[src/adc_select_pkg.sv]
// Package for the converter selection and update control block.
// Assumes one system clock; the converter clock is derived by a prescaler.
package adc_select_pkg;

	// Register offsets (byte addresses)
	localparam logic [7:0] selection_register_offset = 8'h7c;
	localparam logic [7:0] control_status_a_offset = 8'h7a;
	localparam logic [7:0] irq_status_offset = 8'h80;
	localparam logic [7:0] irq_enable_offset = 8'h81;
	localparam logic [7:0] irq_clear_offset = 8'h82;
	localparam logic [7:0] sleep_control_offset = 8'h83;

	// Selection register fields
	localparam int ref_msb = 7;
	localparam int ref_lsb = 6;
	localparam int left_adjust_bit = 5;
	localparam int chan_msb = 3;
	localparam int chan_lsb = 0;

	// Control and status A fields
	localparam int enable_bit = 7;
	localparam int start_bit = 6;
	localparam int auto_trig_bit = 5;
	localparam int done_flag_bit = 4;
	localparam int done_ie_bit = 3;
	localparam int presc_msb = 2;

	// Interrupt status bit positions
	localparam int irq_done_bit = 0;
	localparam int irq_wake_bit = 1;

	// Reset values
	localparam logic [7:0] selection_reset = 8'h00;
	localparam logic [7:0] control_reset = 8'h00;

	// Conversion lengths in converter clock cycles
	localparam logic [4:0] normal_conv_cycles = 5'h0d;
	localparam logic [4:0] first_conv_cycles = 5'h19;

	// Reference codes
	localparam logic [1:0] ref_pin_code = 2'h0;
	localparam logic [1:0] ref_supply_code = 2'h1;
	localparam logic [1:0] ref_reserved_code = 2'h2;
	localparam logic [1:0] ref_internal_code = 2'h3;

	// Channel codes
	localparam logic [3:0] chan_last_input = 4'h7;
	localparam logic [3:0] chan_temp_code = 4'h8;
	localparam logic [3:0] chan_bandgap_code = 4'he;
	localparam logic [3:0] chan_ground_code = 4'hf;

	// Full scale result
	localparam logic [9:0] full_scale_code = 10'h3ff;

	// Sleep mode codes from the CPU
	localparam logic [2:0] sleep_idle_code = 3'h0;
	localparam logic [2:0] sleep_noise_code = 3'h1;

	// Converter sequencer states
	typedef enum logic [1:0] {
		st_idle_type = 2'b00,
		st_convert_type = 2'b01,
		st_last_type = 2'b10
	} conv_state_type;

	// Effective selection driven to the analog side
	typedef struct packed {
		logic [1:0] ref_sel;
		logic [3:0] chan_sel;
	} eff_sel_type;

	// Complete block state
	typedef struct packed {
		conv_state_type state;
		logic [7:0] selection_register;
		logic enable;
		logic start_pending;
		logic start_busy;
		logic auto_trig;
		logic done_flag;
		logic done_ie;
		logic [2:0] presc_sel;
		logic [6:0] presc_cnt;
		logic first_conv;
		logic [4:0] cycle_cnt;
		eff_sel_type eff;
		logic trig_q;
		logic sleep_armed;
		logic [1:0] irq_status;
		logic [1:0] irq_enable;
		logic [7:0] rdata;
		logic [9:0] result;
	} state_type;

endpackage : adc_select_pkg

[src/adc_select_update_ctrl.sv]
// Converter selection double buffering, start control and noise canceler.
// Assumes a single 25 MHz clock, synchronous CPU register port and
// synchronous trigger, sleep and comparator inputs.
//
// Behaviour
// Temporary selection separate from effective selection
// Copy while idle, freeze at start
// Resume copying in final conversion cycle
// Start on next converter clock edge
// Software changes selection after one cycle
// Software updates only in safe windows
// Safe-window write affects next conversion
// Free-running next conversion keeps old channel
// Software avoids changes while free-running
// Sleep entry starts conversion when halted
// Completion raises request, wakes CPU
// Other sleep modes leave converter enabled
// Over-reference input gives full-scale code
// Software discards first result after reference switch
// Reference field decode
// Channel field decode
// Selection applied only while enabled
// Start bit reads busy; zero write ignored
// Lock identical for all start sources
//
// Added by the designer: the plain strobed port and the register addresses.
`timescale 1ns/1ps

module adc_select_update_ctrl
	import adc_select_pkg::*;
#(
	parameter int presc_width = 7
) (
	input wire logic clk_sys_i, // System clock
	input wire logic rst_n_i, // Synchronous reset, active low
	input wire logic [7:0] addr_i, // Register address
	input wire logic [7:0] wdata_i, // Write data
	input wire logic wr_i, // Write strobe
	input wire logic rd_i, // Read strobe
	output logic [7:0] rdata_o, // Read data, cycle after strobe
	input wire logic trigger_i, // Selected auto-trigger source
	input wire logic free_run_i, // Trigger source is the done flag
	input wire logic cpu_halted_i, // CPU halted in sleep
	input wire logic [2:0] sleep_mode_i, // Sleep mode in use
	input wire logic over_ref_i, // Input exceeds reference
	input wire logic [9:0] sar_code_i, // Approximated code
	input wire logic irq_ack_i, // CPU takes completion vector
	output logic [1:0] ref_sel_o, // Effective reference
	output logic [3:0] chan_sel_o, // Effective channel
	output logic ref_pin_o, // Reference pin path
	output logic ref_supply_o, // Analog supply path
	output logic ref_internal_o, // Internal reference path
	output logic [7:0] input_onehot_o, // External input switches
	output logic temp_sel_o, // Temperature sensor path
	output logic bandgap_sel_o, // Bandgap path
	output logic ground_sel_o, // Ground path
	output logic sample_o, // Conversion running
	output logic [9:0] result_o, // Last result
	output logic done_irq_o, // Completion interrupt request
	output logic wake_o, // Wake request to sleep controller
	output logic irq_o // Status interrupt line
);

	state_type q; // Registered state
	state_type next_q; // Next state
	logic conv_tick; // Converter clock rising edge
	logic [6:0] presc_div; // Prescaler division
	logic sel_wr; // Selection register write
	logic ctl_wr; // Control register write
	logic start_req; // Any conversion start from idle
	logic trig_edge; // Rising trigger
	logic sleep_ok; // Noise canceler conditions
	logic conv_end; // Final converter cycle ends
	logic [1:0] irq_set; // Status events this cycle

	// Prescaler division from the select field
	always_comb begin
		case (q.presc_sel)
			3'h0, 3'h1: presc_div = 7'h01;
			3'h2: presc_div = 7'h03;
			3'h3: presc_div = 7'h07;
			3'h4: presc_div = 7'h0f;
			3'h5: presc_div = 7'h1f;
			3'h6: presc_div = 7'h3f;
			default: presc_div = 7'h7f;
		endcase
	end

	assign conv_tick = q.enable && (q.presc_cnt >= presc_div);
	assign sel_wr = wr_i && (addr_i == selection_register_offset);
	assign ctl_wr = wr_i && (addr_i == control_status_a_offset);
	// Edges while a conversion is running are ignored, prescaler included
	assign trig_edge = q.auto_trig && trigger_i && !q.trig_q
		&& q.state == st_idle_type && !q.start_busy;
	assign sleep_ok = q.enable && !q.start_busy && !q.auto_trig && q.done_ie;
	assign conv_end = conv_tick && (q.state == st_last_type);

	// Next-state logic for the whole block
	always_comb begin
		next_q = q;
		irq_set = 2'h0;
		next_q.trig_q = trigger_i;
		next_q.rdata = 8'h00;
		// Prescaler runs while enabled and restarts on trigger
		if (!q.enable || trig_edge || conv_tick) begin
			next_q.presc_cnt = 7'h00;
		end else begin
			next_q.presc_cnt = q.presc_cnt + 7'h01;
		end
		// Temporary selection is the CPU view
		if (sel_wr) begin
			next_q.selection_register = wdata_i;
		end
		// Control writes
		if (ctl_wr) begin
			next_q.enable = wdata_i[enable_bit];
			next_q.auto_trig = wdata_i[auto_trig_bit];
			next_q.done_ie = wdata_i[done_ie_bit];
			next_q.presc_sel = wdata_i[presc_msb:0];
			if (wdata_i[start_bit] && wdata_i[enable_bit]) begin
				next_q.start_pending = 1'b1;
				next_q.start_busy = 1'b1;
			end
			if (wdata_i[enable_bit] && !q.enable) begin
				next_q.first_conv = 1'b1;
			end
		end
		// Noise canceler arms on a qualifying sleep entry
		if (cpu_halted_i && sleep_ok && !q.sleep_armed
			&& (sleep_mode_i == sleep_idle_code || sleep_mode_i == sleep_noise_code)) begin
			next_q.sleep_armed = 1'b1;
			next_q.start_pending = 1'b1;
			next_q.start_busy = 1'b1;
		end
		if (!cpu_halted_i) begin
			next_q.sleep_armed = 1'b0;
		end
		// Auto-trigger edges start only when idle
		if (trig_edge && q.state == st_idle_type && !q.start_busy) begin
			next_q.start_pending = 1'b1;
			next_q.start_busy = 1'b1;
		end
		start_req = q.start_pending && conv_tick && q.state == st_idle_type;
		// Effective selection follows the temporary one while enabled, unless locked
		if (q.enable && (q.state == st_idle_type || q.state == st_last_type) && !start_req) begin
			next_q.eff.ref_sel = q.selection_register[ref_msb:ref_lsb];
			next_q.eff.chan_sel = q.selection_register[chan_msb:chan_lsb];
		end
		// Conversion sequencer on converter clock edges
		case (q.state)
			st_idle_type: begin
				if (start_req) begin
					next_q.state = st_convert_type;
					next_q.start_pending = 1'b0;
					next_q.cycle_cnt = q.first_conv ? first_conv_cycles - 5'h02
						: normal_conv_cycles - 5'h02;
					next_q.first_conv = 1'b0;
				end
			end
			st_convert_type: begin
				if (conv_tick) begin
					if (q.cycle_cnt == 5'h00) begin
						next_q.state = st_last_type;
					end else begin
						next_q.cycle_cnt = q.cycle_cnt - 5'h01;
					end
				end
			end
			st_last_type: begin
				if (conv_tick) begin
					next_q.result = over_ref_i ? full_scale_code : sar_code_i;
					next_q.done_flag = 1'b1;
					irq_set[irq_done_bit] = 1'b1;
					if (q.auto_trig && free_run_i) begin
						next_q.state = st_convert_type;
						next_q.cycle_cnt = normal_conv_cycles - 5'h02;
					end else begin
						next_q.state = st_idle_type;
						// A start written on the completion edge keeps the bit set
						next_q.start_busy = next_q.start_pending;
					end
					if (q.sleep_armed) begin
						irq_set[irq_wake_bit] = 1'b1;
					end
				end
			end
			default: next_q.state = st_idle_type;
		endcase
		// Done flag clears by vector or one-write; completion wins
		if ((irq_ack_i || (ctl_wr && wdata_i[done_flag_bit])) && !conv_end) begin
			next_q.done_flag = 1'b0;
		end
		// Disabling aborts any conversion
		if (ctl_wr && !wdata_i[enable_bit]) begin
			next_q.state = st_idle_type;
			next_q.start_pending = 1'b0;
			next_q.start_busy = 1'b0;
		end
		// Status register: write-one clear, set wins
		if (wr_i && addr_i == irq_clear_offset) begin
			next_q.irq_status = q.irq_status & ~wdata_i[1:0];
		end
		next_q.irq_status = next_q.irq_status | irq_set;
		if (wr_i && addr_i == irq_enable_offset) begin
			next_q.irq_enable = wdata_i[1:0];
		end
		// Register reads, answered next cycle
		if (rd_i) begin
			case (addr_i)
				selection_register_offset: next_q.rdata = q.selection_register;
				control_status_a_offset: next_q.rdata = {q.enable, q.start_busy, q.auto_trig,
					q.done_flag, q.done_ie, q.presc_sel};
				irq_status_offset: next_q.rdata = {6'h00, q.irq_status};
				irq_enable_offset: next_q.rdata = {6'h00, q.irq_enable};
				sleep_control_offset: next_q.rdata = {5'h00, q.sleep_armed, q.state};
				default: next_q.rdata = 8'h00;
			endcase
		end
		// Synchronous reset
		if (!rst_n_i) begin
			next_q = '0;
			next_q.state = st_idle_type;
			next_q.selection_register = selection_reset;
		end
	end

	// State register
	always_ff @(posedge clk_sys_i) begin
		q <= next_q;
	end

	// Analog switch decode from the effective selection
	assign ref_sel_o = q.eff.ref_sel;
	assign chan_sel_o = q.eff.chan_sel;
	assign ref_pin_o = q.enable && q.eff.ref_sel == ref_pin_code;
	assign ref_supply_o = q.enable && q.eff.ref_sel == ref_supply_code;
	assign ref_internal_o = q.enable && q.eff.ref_sel == ref_internal_code;
	genvar gi;
	generate
		for (gi = 0; gi < 8; gi++) begin : g_in
			assign input_onehot_o[gi] = q.enable && q.eff.chan_sel == 4'(gi);
		end
	endgenerate
	assign temp_sel_o = q.enable && q.eff.chan_sel == chan_temp_code;
	assign bandgap_sel_o = q.enable && q.eff.chan_sel == chan_bandgap_code;
	assign ground_sel_o = q.enable && q.eff.chan_sel == chan_ground_code;
	assign sample_o = q.state != st_idle_type;
	assign result_o = q.result;
	assign rdata_o = q.rdata;
	assign done_irq_o = q.done_flag && q.done_ie;
	assign wake_o = q.irq_status[irq_wake_bit] && q.irq_enable[irq_wake_bit];
	assign irq_o = |(q.irq_status & q.irq_enable);

endmodule : adc_select_update_ctrl

[config.mk]
export PLATFORM = sky130hd
export DESIGN_NAME = adc_select_update_ctrl
export DESIGN_NICKNAME = d
export VERILOG_FILES = /design/src/adc_select_pkg.sv /design/src/adc_select_update_ctrl.sv
export SDC_FILE = /design/constraint.sdc
export NUM_CORES = 1
export LEC_CHECK = 0
export BUFFER_PORTS_ARGS = -buffer_cell sky130_fd_sc_hd__buf_2
export CAP_MARGIN = 20
export CORE_MARGIN = 5
export CORE_UTILIZATION = 54
export DETAILED_ROUTE_END_ITERATION = 8
export PLACE_DENSITY_LB_ADDON = 0.08
export SLEW_MARGIN = 40
export SYNTH_ARGS = -nofsm -noshare
export SYNTH_HDL_FRONTEND = slang
export SYNTH_SLANG_ARGS = --single-unit
[constraint.sdc]
create_clock -name clk_sys_i -period 2.7 [get_ports clk_sys_i]
set_clock_uncertainty 0.2 [all_clocks]
set_input_delay 0.54 -clock clk_sys_i [delete_from_list [all_inputs] [get_ports clk_sys_i]]
set_output_delay 0.54 -clock clk_sys_i [all_outputs]
set_load 0.03 [all_outputs]
==> results.md <==
* Met3 WL at 516 µm
* GR Overflow Total at 0
* Top cell type's share of synthesized area at 36.1%
* Synth Register Bits at 62
* CTS tree: done
* DR pass1 iterations at 5
* Pre-CTS setup slack at 181 ps
* Nets at 511
* FP Rows at 29
* CTS Buf Count at 9
* Highest metal used: met4
* Slew HR at 55.8%
* WL met2 at 3960 µm
* Die W at 89.8 µm
* Sequential-to-total area share from yosys stat at 36.1%
* Max-cap violations at 0
* FF-to-FF path depth at 8
* Clk slew on worst S/H paths at 80 ps
* GRT Util Overall at 20.5%
* CTS sink count at 62
* Root buf cell: clkbuf_8
* Synth Area in XOR/XNOR at 1.27%
* Ys flop type: dfxtp_1
* RePlAce Congestion at 0.863
* Via Count at 3043
* Avg Cell Area, Syn at 8.51 µm²
* Fin. max-slew vios at 0
* Mux share of post-synthesis cell area at 3.53%
* Synthesized area at 0.00344 mm²
* Antenna violations before repair at 0
* Setup crit start kind: flop
* ANT nets after route at 0
* Post-DP HPWL at 6060 µm
* Critical Path AT at 2580 ps
* Core area at 0.00628 mm²
* CP endpoint kind: flop
* Post-route DRC at 0
* Hold crit path type: in2reg
* Share of layout cells above drive strength 1 at 27.5%
* Area growth syn-to-layout at 13.9%
* CTS Buffer Depth at 2
* Initial DRC count at 124
* Inserted Diodes at 0
* F_max at 397 MHz
* Hold_ws at 212 ps
* Die Span Y at 89.8 µm
* Synth async-reset ratio at 0%
* Largest family of logic cells by synthesized area: simple AND/OR/NAND/NOR gates
* Pwr/cell area at 431 mW/mm²
* Leak Pwr at 1.61 nW
* Largest net degree at the start of global routing at 24
* Final Cycle Share at 93.2%
* Count leader, synth: dfxtp_1
* Mapped Nets at 455
* Post-synth EDFFs at 0
* Util after Layout at 62.4%
* RSZ-0062 raised after global routing: false
* Final Hold Fails at 0
* Least-Margin Pin Slew at 660 ps
* Compound-gate portion of the synthesized area at 19.6%
* Clock insertion delay at the later pin of the skew report at 340 ps
* Simple-gate share of the synthesized area at 25.0%
* Main area contributors after synthesis: dfxtp_1 (36%), buf_4 (5.5%), ha_1 (4.7%), a21oi_1 (3.9%), nand3_1 (3.9%)
* Met1 wire length at 3590 µm
* Vias in the first global route at 2927
* Crit path kind: reg2reg
* CTS HTree Levels at 3
* Total wire length at 8190 µm
* Final setup violation count at 0
* Maximum fanout along the worst path at 9
* Vias/cell at 5.61
* Worst setup margin at 183 ps
* FILL cells at 611
* Post-synth top area cell: dfxtp_1
* Post-synthesis adder-cell area fraction at 4.73%
* Final min period at 2520 ps
* Post-synthesis instance total at 404
* Final Cell Area at 0.00392 mm²
* Die area at 0.00807 mm²
* Synth top cells by count: dfxtp_1 (62), nor2_1 (35), nand2_1 (30), a21oi_1 (27), nand3_1 (27)
* Ys Warns at 0
* Initial Utilization at 54.8%
* Buffers on Ports at 78
* Global-route wire length before repair at 13900 µm
* Status: finished clean
* Placed cell areas at 0.00373 mm²
* Routed len/inst at 15.1 µm
* Hold Path Depth at 2
* Worst VDD drop at 0.000281 V
* Worst path required time at 2770 ps
* I/O Pins at 80
* Distinct cell type count of the synthesized netlist at 63
* Final TNS setup at 0 ps
worst paths after layout:
check                     start                 end  slack, ps
max reg2reg  q[43]$_SDFFE_PN0P_  q[60]$_SDFFE_PP0P_        180
max          q[43]$_SDFFE_PN0P_  q[60]$_SDFFE_PP0P_        180
min reg2reg  q[57]$_SDFFE_PN0P_  q[57]$_SDFFE_PN0P_        260
min                   trigger_i    q[23]$_SDFF_PN0_        210
per-stage QoR:
| stage | total power, W | std cells |
|---|---|---|
| floorplan | 0.000969 | 404 |
| global placement | 0.00101 | 526 |
| detailed placement | 0.00101 | 526 |
| CTS | 0.00171 | 542 |
| global route | 0.00176 | 542 |
| finish | 0.00169 | 542 |
cell type report:
class                      count  area (µm²)  share of cell area (%)
multi-input combinational    281        1880                    47.9
sequential                    62        1240                    31.7
timing repair buffer          89         473                    12.1
clock buffer                  11         131                    3.35
tap                           77        96.3                    2.46
inverter                      17        63.8                    1.63
clock inverter                 5        35.0                   0.894
routing by layer:
metal  up-vias  GRT usage [%]
met2        94           33.8
li1       1542              -
met4         0           8.44
met5         -              0
met1      1394           25.3
met3        13           5.26
sequential cells by signal, indices dropped and copies added, names as in the netlist:
signal and count:
chan_sel_o 4, rdata_o 8, q 38, ref_sel_o 2, result_o 10
critical path, cell delays in order, from the launching register on:
cell	delay [ps]
dfxtp_1	420
o21ai_0	120
ha_1	320
o211ai_1	100
nor3_2	310
buf_4	230
o211a_4	200
a2bb2oi_1	330
mux2i_1	220
report_power, final:
part           switching (W)  leakage (nW)  internal [W]
Combinational      0.0000431          1.03     0.0000290
Sequential       0.000000674         0.500      0.000915
Clock               0.000368        0.0837      0.000335
cell families after synthesis:
group	count (synthesis)
XOR/XNOR	5
buffers and inverters	61
AND/OR/NAND/NOR	160
AO/OA/AOI/OAI	91
adder cells (fa/ha/maj)	13
multiplexers	12
flip-flops	62
placed cells by master (no fill, tap or decap), types with 3 or more instances in the layout:
cell type,count
a211oi_1,3
a21o_1,3
a21oi_1,27
a222oi_1,3
a22oi_1,5
and2_1,4
and3_1,4
buf_2,78
buf_4,11
clkbuf_8,9
dfxtp_1,60
ha_1,13
inv_1,17
mux2i_1,11
nand2_1,30
nand3_1,27
nor2_1,35
nor2b_1,11
nor3_1,23
nor4b_1,3
o211a_1,3
o211ai_1,5
o21a_1,4
o21ai_0,13
o21ai_2,3
xor2_1,3
what timing repair did:
action | in CTS | in global routing
endpoints found under the setup margin | 0 | 4
hold buffers | 0 | 0
hold endpoints to repair | 0 | 0
buffers inserted | 0 | 0
resized for setup | 0 | 6
(Power assumes the default switching activity.)
